File: src/acmc_cfg.svh
`ifndef ACMC_CFG_SVH
`define ACMC_CFG_SVH

// register byte offsets on the bus
`define ACMC_OFF_CTRL 12'h000
`define ACMC_OFF_IRQ_STAT 12'h004
`define ACMC_OFF_IRQ_MASK 12'h008

// field positions of the status/control register
`define ACMC_BIT_ON 7
`define ACMC_BIT_REFSEL 6
`define ACMC_BIT_FLAG 5
`define ACMC_BIT_IE 4
`define ACMC_BIT_LEVEL 3
`define ACMC_BIT_OPE 2
`define ACMC_EDGE_HI 1
`define ACMC_EDGE_LO 0

// edge-select codes
`define ACMC_EDGE_FALL0 2'h0
`define ACMC_EDGE_RISE 2'h1
`define ACMC_EDGE_FALL2 2'h2
`define ACMC_EDGE_BOTH 2'h3

// reset values
`define ACMC_CTRL_RESET 8'h00
`define ACMC_MASK_RESET 2'h0

// interrupt status layout: bit 0 rising seen, bit 1 falling seen
`define ACMC_IST_RISE 0
`define ACMC_IST_FALL 1

// bus answers
`define ACMC_RESP_OKAY 2'h0
`define ACMC_RESP_SLVERR 2'h2

`endif

File: src/acmc_pkg.sv
package acmc_pkg;

    typedef struct packed {
        logic on;
        logic reference_select;
        logic irq_enable;
        logic output_pin_enable;
        logic [1:0] edge_select;
    } acmc_ctrl_t;

    typedef struct packed {
        logic sync1;
        logic sync2;
        logic level_d;
    } acmc_sync_t;

    typedef struct packed {
        logic rise;
        logic fall;
    } acmc_edge_t;

    typedef enum {
        ACMC_W_IDLE,
        ACMC_W_RESP
    } acmc_wstate_t;

    typedef enum {
        ACMC_R_IDLE,
        ACMC_R_RESP
    } acmc_rstate_t;

endpackage

File: src/acmc_sync.sv
`timescale 1ns/1ps
module acmc_sync (
    input wire logic aclk,
    input wire logic aresetn,
    input wire logic async_level,
    input wire logic enable,
    output acmc_pkg::acmc_edge_t edges,
    output logic level
);
    import acmc_pkg::*;

    acmc_sync_t state;
    acmc_sync_t next_state;

    always_comb begin
        next_state = state;
        next_state.sync1 = async_level;
        next_state.sync2 = state.sync1;
        next_state.level_d = enable & state.sync2;
    end

    always_ff @(posedge aclk) begin
        if (!aresetn) begin
            state <= '0;
        end else begin
            state <= next_state;
        end
    end

    // only the second and third stages feed logic; disabled level holds at zero
    assign level = state.level_d;
    assign edges.rise = enable & state.sync2 & ~state.level_d;
    assign edges.fall = enable & ~state.sync2 & state.level_d;

    sync_zero_off_a: assert property (@(posedge aclk) disable iff (!aresetn)
        !enable |=> !level)
        else $error("level not zero while disabled");
endmodule

File: src/acmc_event.sv
`timescale 1ns/1ps
`include "acmc_cfg.svh"
module acmc_event (
    input wire logic [1:0] edge_select,
    input acmc_pkg::acmc_edge_t edges,
    output logic event_hit
);
    import acmc_pkg::*;

    always_comb begin
        case (edge_select)
            `ACMC_EDGE_RISE: event_hit = edges.rise;
            `ACMC_EDGE_BOTH: event_hit = edges.rise | edges.fall;
            default: event_hit = edges.fall;
        endcase
    end
endmodule

File: src/acmc_top.sv
// Overview of operation
// - bit 7 turns the comparator on
// - bit 6 picks pin or bandgap reference
// - selected edge sets event flag bit 5
// - writing one clears the event flag
// - bit 4 gates flag onto interrupt request
// - bit 3 reads live level, zero when off
// - bit 2 drives level onto output pin
// - edge codes: 00 fall, 01 rise, 10 fall, 11 both
// - output high when non-inverting input is higher
// - stop modes force the comparator off
`timescale 1ns/1ps
`include "acmc_cfg.svh"
module acmc_top (
    input wire logic aclk,
    input wire logic aresetn,
    input wire logic [11:0] s_axi_awaddr,
    input wire logic s_axi_awvalid,
    output logic s_axi_awready,
    input wire logic [31:0] s_axi_wdata,
    input wire logic [3:0] s_axi_wstrb,
    input wire logic s_axi_wvalid,
    output logic s_axi_wready,
    output logic [1:0] s_axi_bresp,
    output logic s_axi_bvalid,
    input wire logic s_axi_bready,
    input wire logic [11:0] s_axi_araddr,
    input wire logic s_axi_arvalid,
    output logic s_axi_arready,
    output logic [31:0] s_axi_rdata,
    output logic [1:0] s_axi_rresp,
    output logic s_axi_rvalid,
    input wire logic s_axi_rready,
    input wire logic comparator_raw,
    input wire logic stop_mode,
    output logic comparator_on,
    output logic reference_select,
    output logic comparator_out_pin,
    output logic comparator_out_pin_oe,
    output logic event_irq,
    output logic irq
);
    import acmc_pkg::*;

    typedef struct packed {
        acmc_wstate_t wst;
        acmc_rstate_t rst;
        logic aw_have;
        logic w_have;
        logic [11:0] awaddr;
        logic [31:0] wdata;
        logic [3:0] wstrb;
        logic [1:0] bresp;
        logic [31:0] rdata;
        logic [1:0] rresp;
        acmc_ctrl_t ctrl;
        logic flag;
        logic [1:0] ist;
        logic [1:0] imask;
        logic stop_s1;
        logic stop_s2;
        logic pin;
        logic pin_oe;
        logic event_irq;
        logic irq;
        logic on_out;
        logic awready;
        logic wready;
        logic bvalid;
        logic arready;
        logic rvalid;
    } acmc_state_t;

    acmc_state_t st;
    acmc_state_t next_st;

    logic active;
    logic level;
    logic event_hit;
    acmc_edge_t edges;

    // stop mode is a pin-level input, so it is synchronised first
    assign active = st.ctrl.on & ~st.stop_s2;

    // analog core compares the chosen inputs; raw result is async
    acmc_sync u_sync (
        .aclk(aclk),
        .aresetn(aresetn),
        .async_level(comparator_raw),
        .enable(active),
        .edges(edges),
        .level(level)
    );

    acmc_event u_event (
        .edge_select(st.ctrl.edge_select),
        .edges(edges),
        .event_hit(event_hit)
    );

    function automatic logic [7:0] status_byte(input acmc_state_t s, input logic lv);
        logic [7:0] b;
        b = 8'h00;
        b[`ACMC_BIT_ON] = s.ctrl.on;
        b[`ACMC_BIT_REFSEL] = s.ctrl.reference_select;
        b[`ACMC_BIT_FLAG] = s.flag;
        b[`ACMC_BIT_IE] = s.ctrl.irq_enable;
        b[`ACMC_BIT_LEVEL] = lv;
        b[`ACMC_BIT_OPE] = s.ctrl.output_pin_enable;
        b[`ACMC_EDGE_HI:`ACMC_EDGE_LO] = s.ctrl.edge_select;
        return b;
    endfunction

    logic wr_fire;
    logic rd_fire;
    logic [7:0] wbyte;
    logic wlane0;

    always_comb begin
        next_st = st;
        wr_fire = 1'b0;
        rd_fire = 1'b0;
        wbyte = st.wdata[7:0];
        wlane0 = st.wstrb[0];
        next_st.stop_s1 = stop_mode;
        next_st.stop_s2 = st.stop_s1;

        // write channel capture, address and data in either order
        if (s_axi_awvalid && st.awready) begin
            next_st.aw_have = 1'b1;
            next_st.awaddr = s_axi_awaddr;
        end
        if (s_axi_wvalid && st.wready) begin
            next_st.w_have = 1'b1;
            next_st.wdata = s_axi_wdata;
            next_st.wstrb = s_axi_wstrb;
        end

        case (st.wst)
            ACMC_W_IDLE: begin
                if (st.aw_have && st.w_have) begin
                    wr_fire = 1'b1;
                    next_st.aw_have = 1'b0;
                    next_st.w_have = 1'b0;
                    next_st.bresp = `ACMC_RESP_OKAY;
                    next_st.wst = ACMC_W_RESP;
                end
            end
            ACMC_W_RESP: begin
                if (s_axi_bready) begin
                    next_st.wst = ACMC_W_IDLE;
                end
            end
            default: next_st.wst = ACMC_W_IDLE;
        endcase

        // hardware set beats a same-cycle software clear
        if (wr_fire) begin
            if (st.awaddr == `ACMC_OFF_CTRL) begin
                if (wlane0) begin
                    next_st.ctrl.on = wbyte[`ACMC_BIT_ON];
                    next_st.ctrl.reference_select = wbyte[`ACMC_BIT_REFSEL];
                    next_st.ctrl.irq_enable = wbyte[`ACMC_BIT_IE];
                    next_st.ctrl.output_pin_enable = wbyte[`ACMC_BIT_OPE];
                    next_st.ctrl.edge_select = wbyte[`ACMC_EDGE_HI:`ACMC_EDGE_LO];
                    if (wbyte[`ACMC_BIT_FLAG]) begin
                        next_st.flag = 1'b0;
                    end
                end
            end else if (st.awaddr == `ACMC_OFF_IRQ_MASK) begin
                if (wlane0) begin
                    next_st.imask = wbyte[1:0];
                end
            end else if (st.awaddr == `ACMC_OFF_IRQ_STAT) begin
                next_st.bresp = `ACMC_RESP_OKAY;
            end else begin
                next_st.bresp = `ACMC_RESP_SLVERR;
            end
        end

        // read channel
        case (st.rst)
            ACMC_R_IDLE: begin
                if (s_axi_arvalid && st.arready) begin
                    rd_fire = 1'b1;
                    next_st.rst = ACMC_R_RESP;
                    next_st.rresp = `ACMC_RESP_OKAY;
                    if (s_axi_araddr == `ACMC_OFF_CTRL) begin
                        next_st.rdata = {24'h00_0000, status_byte(st, level)};
                    end else if (s_axi_araddr == `ACMC_OFF_IRQ_STAT) begin
                        next_st.rdata = {30'h000_0000, st.ist};
                        next_st.ist = 2'h0;
                    end else if (s_axi_araddr == `ACMC_OFF_IRQ_MASK) begin
                        next_st.rdata = {30'h000_0000, st.imask};
                    end else begin
                        next_st.rdata = 32'h0000_0000;
                        next_st.rresp = `ACMC_RESP_SLVERR;
                    end
                end
            end
            ACMC_R_RESP: begin
                if (s_axi_rready) begin
                    next_st.rst = ACMC_R_IDLE;
                end
            end
            default: next_st.rst = ACMC_R_IDLE;
        endcase

        if (event_hit) begin
            next_st.flag = 1'b1;
        end
        if (edges.rise) begin
            next_st.ist[`ACMC_IST_RISE] = 1'b1;
        end
        if (edges.fall) begin
            next_st.ist[`ACMC_IST_FALL] = 1'b1;
        end

        next_st.pin = st.ctrl.output_pin_enable & level;
        next_st.pin_oe = st.ctrl.output_pin_enable & active;
        next_st.event_irq = next_st.ctrl.irq_enable & next_st.flag;
        next_st.irq = |(next_st.ist & next_st.imask);
        // power is cut in stop whatever software left in the enable bit
        next_st.on_out = next_st.ctrl.on & ~next_st.stop_s2;
        next_st.awready = next_st.wst == ACMC_W_IDLE && !next_st.aw_have;
        next_st.wready = next_st.wst == ACMC_W_IDLE && !next_st.w_have;
        next_st.bvalid = next_st.wst == ACMC_W_RESP;
        next_st.arready = next_st.rst == ACMC_R_IDLE;
        next_st.rvalid = next_st.rst == ACMC_R_RESP;
    end

    always_ff @(posedge aclk) begin
        if (!aresetn) begin
            st <= '0;
            st.wst <= ACMC_W_IDLE;
            st.rst <= ACMC_R_IDLE;
        end else begin
            st <= next_st;
        end
    end

    // comparator_on is a registered enable gated by the synced stop level
    assign comparator_on = st.on_out;
    assign reference_select = st.ctrl.reference_select;
    assign comparator_out_pin = st.pin;
    assign comparator_out_pin_oe = st.pin_oe;
    assign event_irq = st.event_irq;
    assign irq = st.irq;
    assign s_axi_awready = st.awready;
    assign s_axi_wready = st.wready;
    assign s_axi_bvalid = st.bvalid;
    assign s_axi_bresp = st.bresp;
    assign s_axi_arready = st.arready;
    assign s_axi_rvalid = st.rvalid;
    assign s_axi_rdata = st.rdata;
    assign s_axi_rresp = st.rresp;

    flag_set_a: assert property (@(posedge aclk) disable iff (!aresetn)
        event_hit |=> st.flag)
        else $error("event did not set flag");

    flag_clear_a: assert property (@(posedge aclk) disable iff (!aresetn)
        wr_fire && st.awaddr == `ACMC_OFF_CTRL && wlane0 && wbyte[`ACMC_BIT_FLAG]
        && !event_hit |=> !st.flag)
        else $error("write one did not clear flag");

    flag_keep_a: assert property (@(posedge aclk) disable iff (!aresetn)
        st.flag && !(wr_fire && wbyte[`ACMC_BIT_FLAG]) |=> st.flag)
        else $error("flag dropped without clear");

    irq_gate_a: assert property (@(posedge aclk) disable iff (!aresetn)
        ##1 event_irq == (st.ctrl.irq_enable && st.flag))
        else $error("interrupt request mismatch");

    level_off_a: assert property (@(posedge aclk) disable iff (!aresetn)
        !active ##1 !active |-> !level)
        else $error("level visible while off");

    pin_drive_a: assert property (@(posedge aclk) disable iff (!aresetn)
        !st.ctrl.output_pin_enable |=> !comparator_out_pin_oe && !comparator_out_pin)
        else $error("pin driven while disabled");

    edge_rise_a: assert property (@(posedge aclk) disable iff (!aresetn)
        st.ctrl.edge_select == `ACMC_EDGE_RISE && edges.fall && !edges.rise |-> !event_hit)
        else $error("falling edge hit in rise mode");

    stop_off_a: assert property (@(posedge aclk) disable iff (!aresetn)
        st.stop_s2 |-> !active ##1 !edges.rise && !edges.fall)
        else $error("comparator active in stop");

    reset_clear_a: assert property (@(posedge aclk)
        !aresetn |=> !st.ctrl.on && !st.flag && !st.ctrl.irq_enable)
        else $error("reset did not clear control");

    stop_power_a: assert property (@(posedge aclk) disable iff (!aresetn)
        st.stop_s2 |-> !comparator_on)
        else $error("comparator powered in stop");

    pin_follow_a: assert property (@(posedge aclk) disable iff (!aresetn)
        st.ctrl.output_pin_enable |=> comparator_out_pin == $past(level))
        else $error("pin does not follow level");

    aw_capture_a: assert property (@(posedge aclk) disable iff (!aresetn)
        s_axi_awvalid && s_axi_awready |=> !s_axi_awready)
        else $error("address ready stayed high after capture");
endmodule

File: config.mk
export PLATFORM = sky130hd
export DESIGN_NAME = acmc_top
export DESIGN_NICKNAME = d
export VERILOG_FILES = /design/src/acmc_pkg.sv /design/src/acmc_sync.sv /design/src/acmc_event.sv /design/src/acmc_top.sv
export VERILOG_INCLUDE_DIRS = /design/src
export SDC_FILE = /design/constraint.sdc
export NUM_CORES = 1
export LEC_CHECK = 0
export BUFFER_PORTS_ARGS = -buffer_cell sky130_fd_sc_hd__buf_2
export CAP_MARGIN = 10
export CORE_MARGIN = 5
export CORE_UTILIZATION = 42
export CTS_CLUSTER_SIZE = 12
export DETAILED_ROUTE_END_ITERATION = 12
export PLACE_DENSITY = 0.79
export SLEW_MARGIN = 20
export SYNTH_ARGS = -nofsm -noshare
export SYNTH_HDL_FRONTEND = slang
export SYNTH_SLANG_ARGS = --single-unit
File: constraint.sdc
create_clock -name aclk -period 2.2 [get_ports aclk]
set_input_delay 0.22 -clock aclk [delete_from_list [all_inputs] [get_ports aclk]]
set_output_delay 0.22 -clock aclk [all_outputs]
set_load 0.02 [all_outputs]
## Word level (Yosys, flattened, before mapping)

Cells that the tools add are included.
Widths: inputs -> output; s select.

- Equality and inequality tests: 10
- Multiplexer cells: 40
- Bitwise logic cells: 15
- Reduce and logical (&&, ||, !) cells: 17

Operator list:

| kind | number |
|---|---|
| $mux 32 | 5 |
| $logic_not 32->1 | 4 |
| $pmux 32 s2 | 2 |
| $eq 32x1->1 const B | 2 |
| $eq 32x2->1 const B | 2 |
| $mux 2 | 21 |
| $eq 12x3->1 const B | 2 |
| $eq 12x4->1 const B | 2 |
| $logic_not 12->1 | 2 |
| $mux 7 | 3 |
| $and 1x1->1 | 9 |
| $mux 1 | 8 |
| $logic_and 1x1->1 | 6 |
| $not 1->1 | 4 |
| $reduce_and 3->1 | 1 |
| $and 2x2->2 | 1 |
| $eq 2x1->1 const B | 1 |
| $eq 2x2->1 const B | 1 |
| $logic_not 1->1 | 2 |
| $pmux 1 s2 | 1 |
| $reduce_and 2->1 | 1 |
| $reduce_or 2->1 | 1 |
| $or 1x1->1 | 1 |

- Register bits after elaboration: 149
- Output and inout bits: 47
- Word-level logic and storage cells: 115

## Logic depth before layout (Yosys ltp)

- Word-level depth: 8
- Gate-level depth with buffers: 6
- Depth with buffers taken out: 5

## Modules after synthesis

From an unflattened synthesis, not the netlist that was laid out.

- Cell total of the unflattened synthesis: 377
- Area total of the unflattened synthesis: 3996.3 sq um

Modules (own cells, without submodules):

| module | times used | cells each | area each (sq um) | seq. area each (sq um) |
|---|---|---|---|---|
| acmc_top | 1 | 367 | 3883.7 | 2402.3 |
| acmc_sync | 1 | 8 | 97.6 | 60.1 |
| acmc_event | 1 | 2 | 15.0 | 0.0 |

## Worst setup path before layout

No wires, ideal clock.

- Path kind: register -> register
- Start: reg st[148] in the netlist's numbering
- End: reg st (netlist bit event_irq)
- Arrival: 1.713 ns
- Setup slack: 0.402 ns
- Cell stages (with the launch flop): 7
- Path buffers: 1
- Clock period less this slack: 1.798 ns
- Cell sequence: dfxtp_1 nor4_2 nand4_2 or2_1 buf_6 o41a_1 a211oi_1

- Cells in the longest elaborated chain, start to end: 5

Ends and longest elaborated chain:

| element | line | source |
|---|---|---|
| start, declared | acmc_top.sv:74 | `acmc_state_t st;` |
| start signal, assigned | acmc_top.sv:238 | `st <= next_st;` |
| $logic_not 32->1 (*) | acmc_top.sv:139 | `case (st.wst)` |
| $mux 1 (*) | acmc_top.sv:139 |  |
| $mux 7 (*) | acmc_top.sv:158 | `if (wr_fire) begin` |
| $mux 1 | acmc_top.sv:209 | `if (event_hit) begin` |
| $and 1x1->1 (*) | acmc_top.sv:221 | `next_st.event_irq = next_st.ctrl.irq_enable & next_st.flag;` |

Mark *: on every way between the ends. The rest lies on a longest branch, timed or not.
A chain may end at the register's enable or synchronous reset.

## Worst setup path after layout

- Start: reg st[149] in the netlist's numbering
- End: reg st[16] in the netlist's numbering

- Cells in the longest elaborated chain, start to end: 4

Ends and longest elaborated chain:

| element | line |
|---|---|
| $logic_not 32->1 | acmc_top.sv:139 |
| $mux 1 | acmc_top.sv:139 |
| $mux 7 | acmc_top.sv:158 |
| $mux 1 | acmc_top.sv:209 |

Every way passes these cells.

==> flow_metrics.tcl <==
set metrics [dict create \
    ys_warn_count 0 \
    final_max_slew_viol_count 0 \
    grt_usage 0.1500 \
    critPathMaxFanout 6 \
    worst_pin_slew_ns 0.6867 \
    grt_pass1_wl_um 13300 \
    cts_setup_buffers 0 \
    numCtsBuffers 17 \
    yosysMostFrequentCell "dfxtp_1" \
    cp.arrival_ns 2.36 \
    diodes 0 \
    relSlewSlack 0.5419 \
    hold_end "st[68]" \
    synth_area_per_cell_um2 10.49 \
    die_h_um 107.9 \
    post_cts_resized 0 \
    max_freq_mhz 501.4 \
    dpl.hpwl_um 5729 \
    synth_seq_cells 123 \
    synth-edff-count 0 \
    hold_depth 3 \
    hp-class "input pin to flip-flop" \
    combPwrFrac 0.046 \
    overflow 0 \
    critPathLaunchType "flip-flop" \
    status "complete, but fails checks" \
    p_clk_frac 0.511 \
    p_int_mw 4.073 \
    via_count 2983 \
    synth_top_area_share 0.6112 \
    worstHoldStart "s_axi_wdata[5]" \
    synth_commonest_cells "dfxtp_1 (123), nand2_1 (51), buf_4 (36), a21oi_1 (31), nor2_1 (22)" \
    final.period_utilization 0.9065 \
    postSynthCellCount 384 \
    io_pins 116 \
    vdd_drop_max_mv 0.6251 \
    ff2ff_setup_slack_ns 0.21 \
    synth_top_area_cell "dfxtp_1" \
    fin_skew_ns 0.01001 \
    vias_per_cell 4.413 \
    drv_cap 0 \
    dieArea_um2 11650 \
    drt-wirelength-per-cell_um 12.31 \
    core_area_um2 9284 \
    hold_ws_ns -0.01061 \
    cts_hold_buf 22 \
    violations "hold timing" \
    swShare 0.2363 \
    largest_reg_flops 97 \
    portBuffers 62 \
    syn-cell-area_um2 4029 \
    routed_wl_um 8324 \
    rr_startpoint "st[149]" \
    area_growth_pct 33.42 \
    setup_violations 0 \
    drc 0 \
    power_density_nw_per_um2 992.2 \
    regArea_um2 2462 \
    tns_ns 0 \
    synth.area.top_cells "dfxtp_1 (61%), buf_4 (6.7%), nand2_1 (4.8%)" \
    h-tree-depth 4 \
    grt_max_degree 24 \
    reg2reg_depth 5 \
    critPathCaptureType "flip-flop" \
    pre_cts_ws_ns 0.2477 \
    cts_buffer_depth 2 \
    clk_latency_ns 0.51 \
    clkSinkCount 123 \
    startpoint "st[149]" \
    period_needed_ns 1.994 \
    num_rows 35 \
    dieWidth_um 107.9 \
    seqPwrFrac 0.443 \
    clkTransAtPathRegs_ns 0.06 \
    required_ns 2.57 \
    n_fill_cell 779 \
    drt-initial-drc-count 130 \
    synth-async-reset-ratio 0 \
    cts_tree "done" \
    synth_cell_types 41 \
    layout_setup_ws_ns 0.2057 \
    yosysSeqAreaShare 0.6112 \
    dr.pass1.iters 4 \
    drive_gt1_frac 0.2102 \
    grt_pass1_vias 2895 \
    regMostFlops "st" \
    leakagePower_nw 2.318 \
    hold_viol 1 \
    multi_input_area_um2 1550 \
    antenna_found_initial 0 \
    r2r-end "st[16]" \
    layout.nets 603 \
    power.switching_mw 1.260 \
    routabilityCongestion 0.7397 \
    initial_utilization 0.4340 \
    rsz0062_at_grt "false" \
    root_buffer "clkbuf_8" \
    postRouteAntennaNets 0 \
    worstSetupPathType "flip-flop to flip-flop" \
    ys.flop_type "dfxtp_1" \
]
final cells by class:
class / count / area share
clock inverter: 15 / 0.03305
clock buffer: 17 / 0.07705
inverter: 5 / 0.003492
sequential: 123 / 0.4581
tap: 129 / 0.03003
timing repair buffer: 92 / 0.1099
multi-input combinational: 295 / 0.2884
layer usage:
| metal | routed length [um] | global-route usage | vias up |
|---|---|---|---|
| met5 | 0 | 0 | - |
| met4 | 144 | 0.06041 | 0 |
| met3 | 492 | 0.05731 | 12 |
| met2 | 4177 | 0.2553 | 108 |
| met1 | 3510 | 0.1691 | 1374 |
| li1 | - | - | 1489 |
critical path: stages, from the launching register on:
cell and delay, ns:
dfxtp_1 0.33, nor4_2 0.28, nand4_2 0.23, or2_1 0.37, nor4_1 0.47, a311oi_1 0.17
power by group through the flow:
stage	logic, mW	clock network [mW]	registers, mW
CTS	0.240	2.77	2.36
detailed placement	0.209	0	2.41
floorplan	0.164	0	2.40
finish	0.245	2.73	2.36
global route	0.275	2.90	2.37
global placement	0.205	0	2.40
cell usage in the layout (no fill, tap or decap), types with 5 or more instances in the layout:
cell           netlist  routed
and3_1               5       5
buf_4               36       8
nand3_1              9       9
clkbuf_16            0      16
inv_6                0       7
nand2_1             51      51
mux2i_1             12      12
buf_2                1      62
nor4_1              12      12
dlygate4sd3_1        0      22
conb_1               1      87
dfxtp_1            123     123
inv_1                5       5
nor2_1              22      22
and2_1               6       6
nor4_2               8       8
nor2b_1              7       7
nand2b_1             8       8
nor3_1               6       6
a21oi_1             31      31
metrics by stage:
| step | utilization | area (um^2) | hold WS [ns] | instances | total power, mW |
|---|---|---|---|---|---|
| floorplan | - | 4352 | 0.3473 | 470 | 2.568 |
| global placement | 0.4915 | 4563 | 0.4083 | 622 | 2.607 |
| detailed placement | 0.4915 | 4563 | 0.4200 | 622 | 2.617 |
| CTS | 0.5790 | 5375 | 0.004071 | 676 | 5.376 |
| global route | 0.5790 | 5375 | 0.008425 | 676 | 5.543 |
| finish | 0.5790 | 5375 | -0.01061 | 676 | 5.333 |
worst max path at each step:
stage                endpoint  cells after the start
finish                 st[16]                      5
floorplan           event_irq                      6
detailed placement  event_irq                      5
global placement          irq                      6
CTS                 event_irq                      5
global route              irq                      6
cells by family after synthesis:
group | share of synthesized area
mux | 0.02981
compound gates | 0.06957
other cells | 0.0009308
flops | 0.6112
simple gates | 0.2044
buf+inv | 0.08416
No activity file was read; power rests on OpenSTA's default activity.
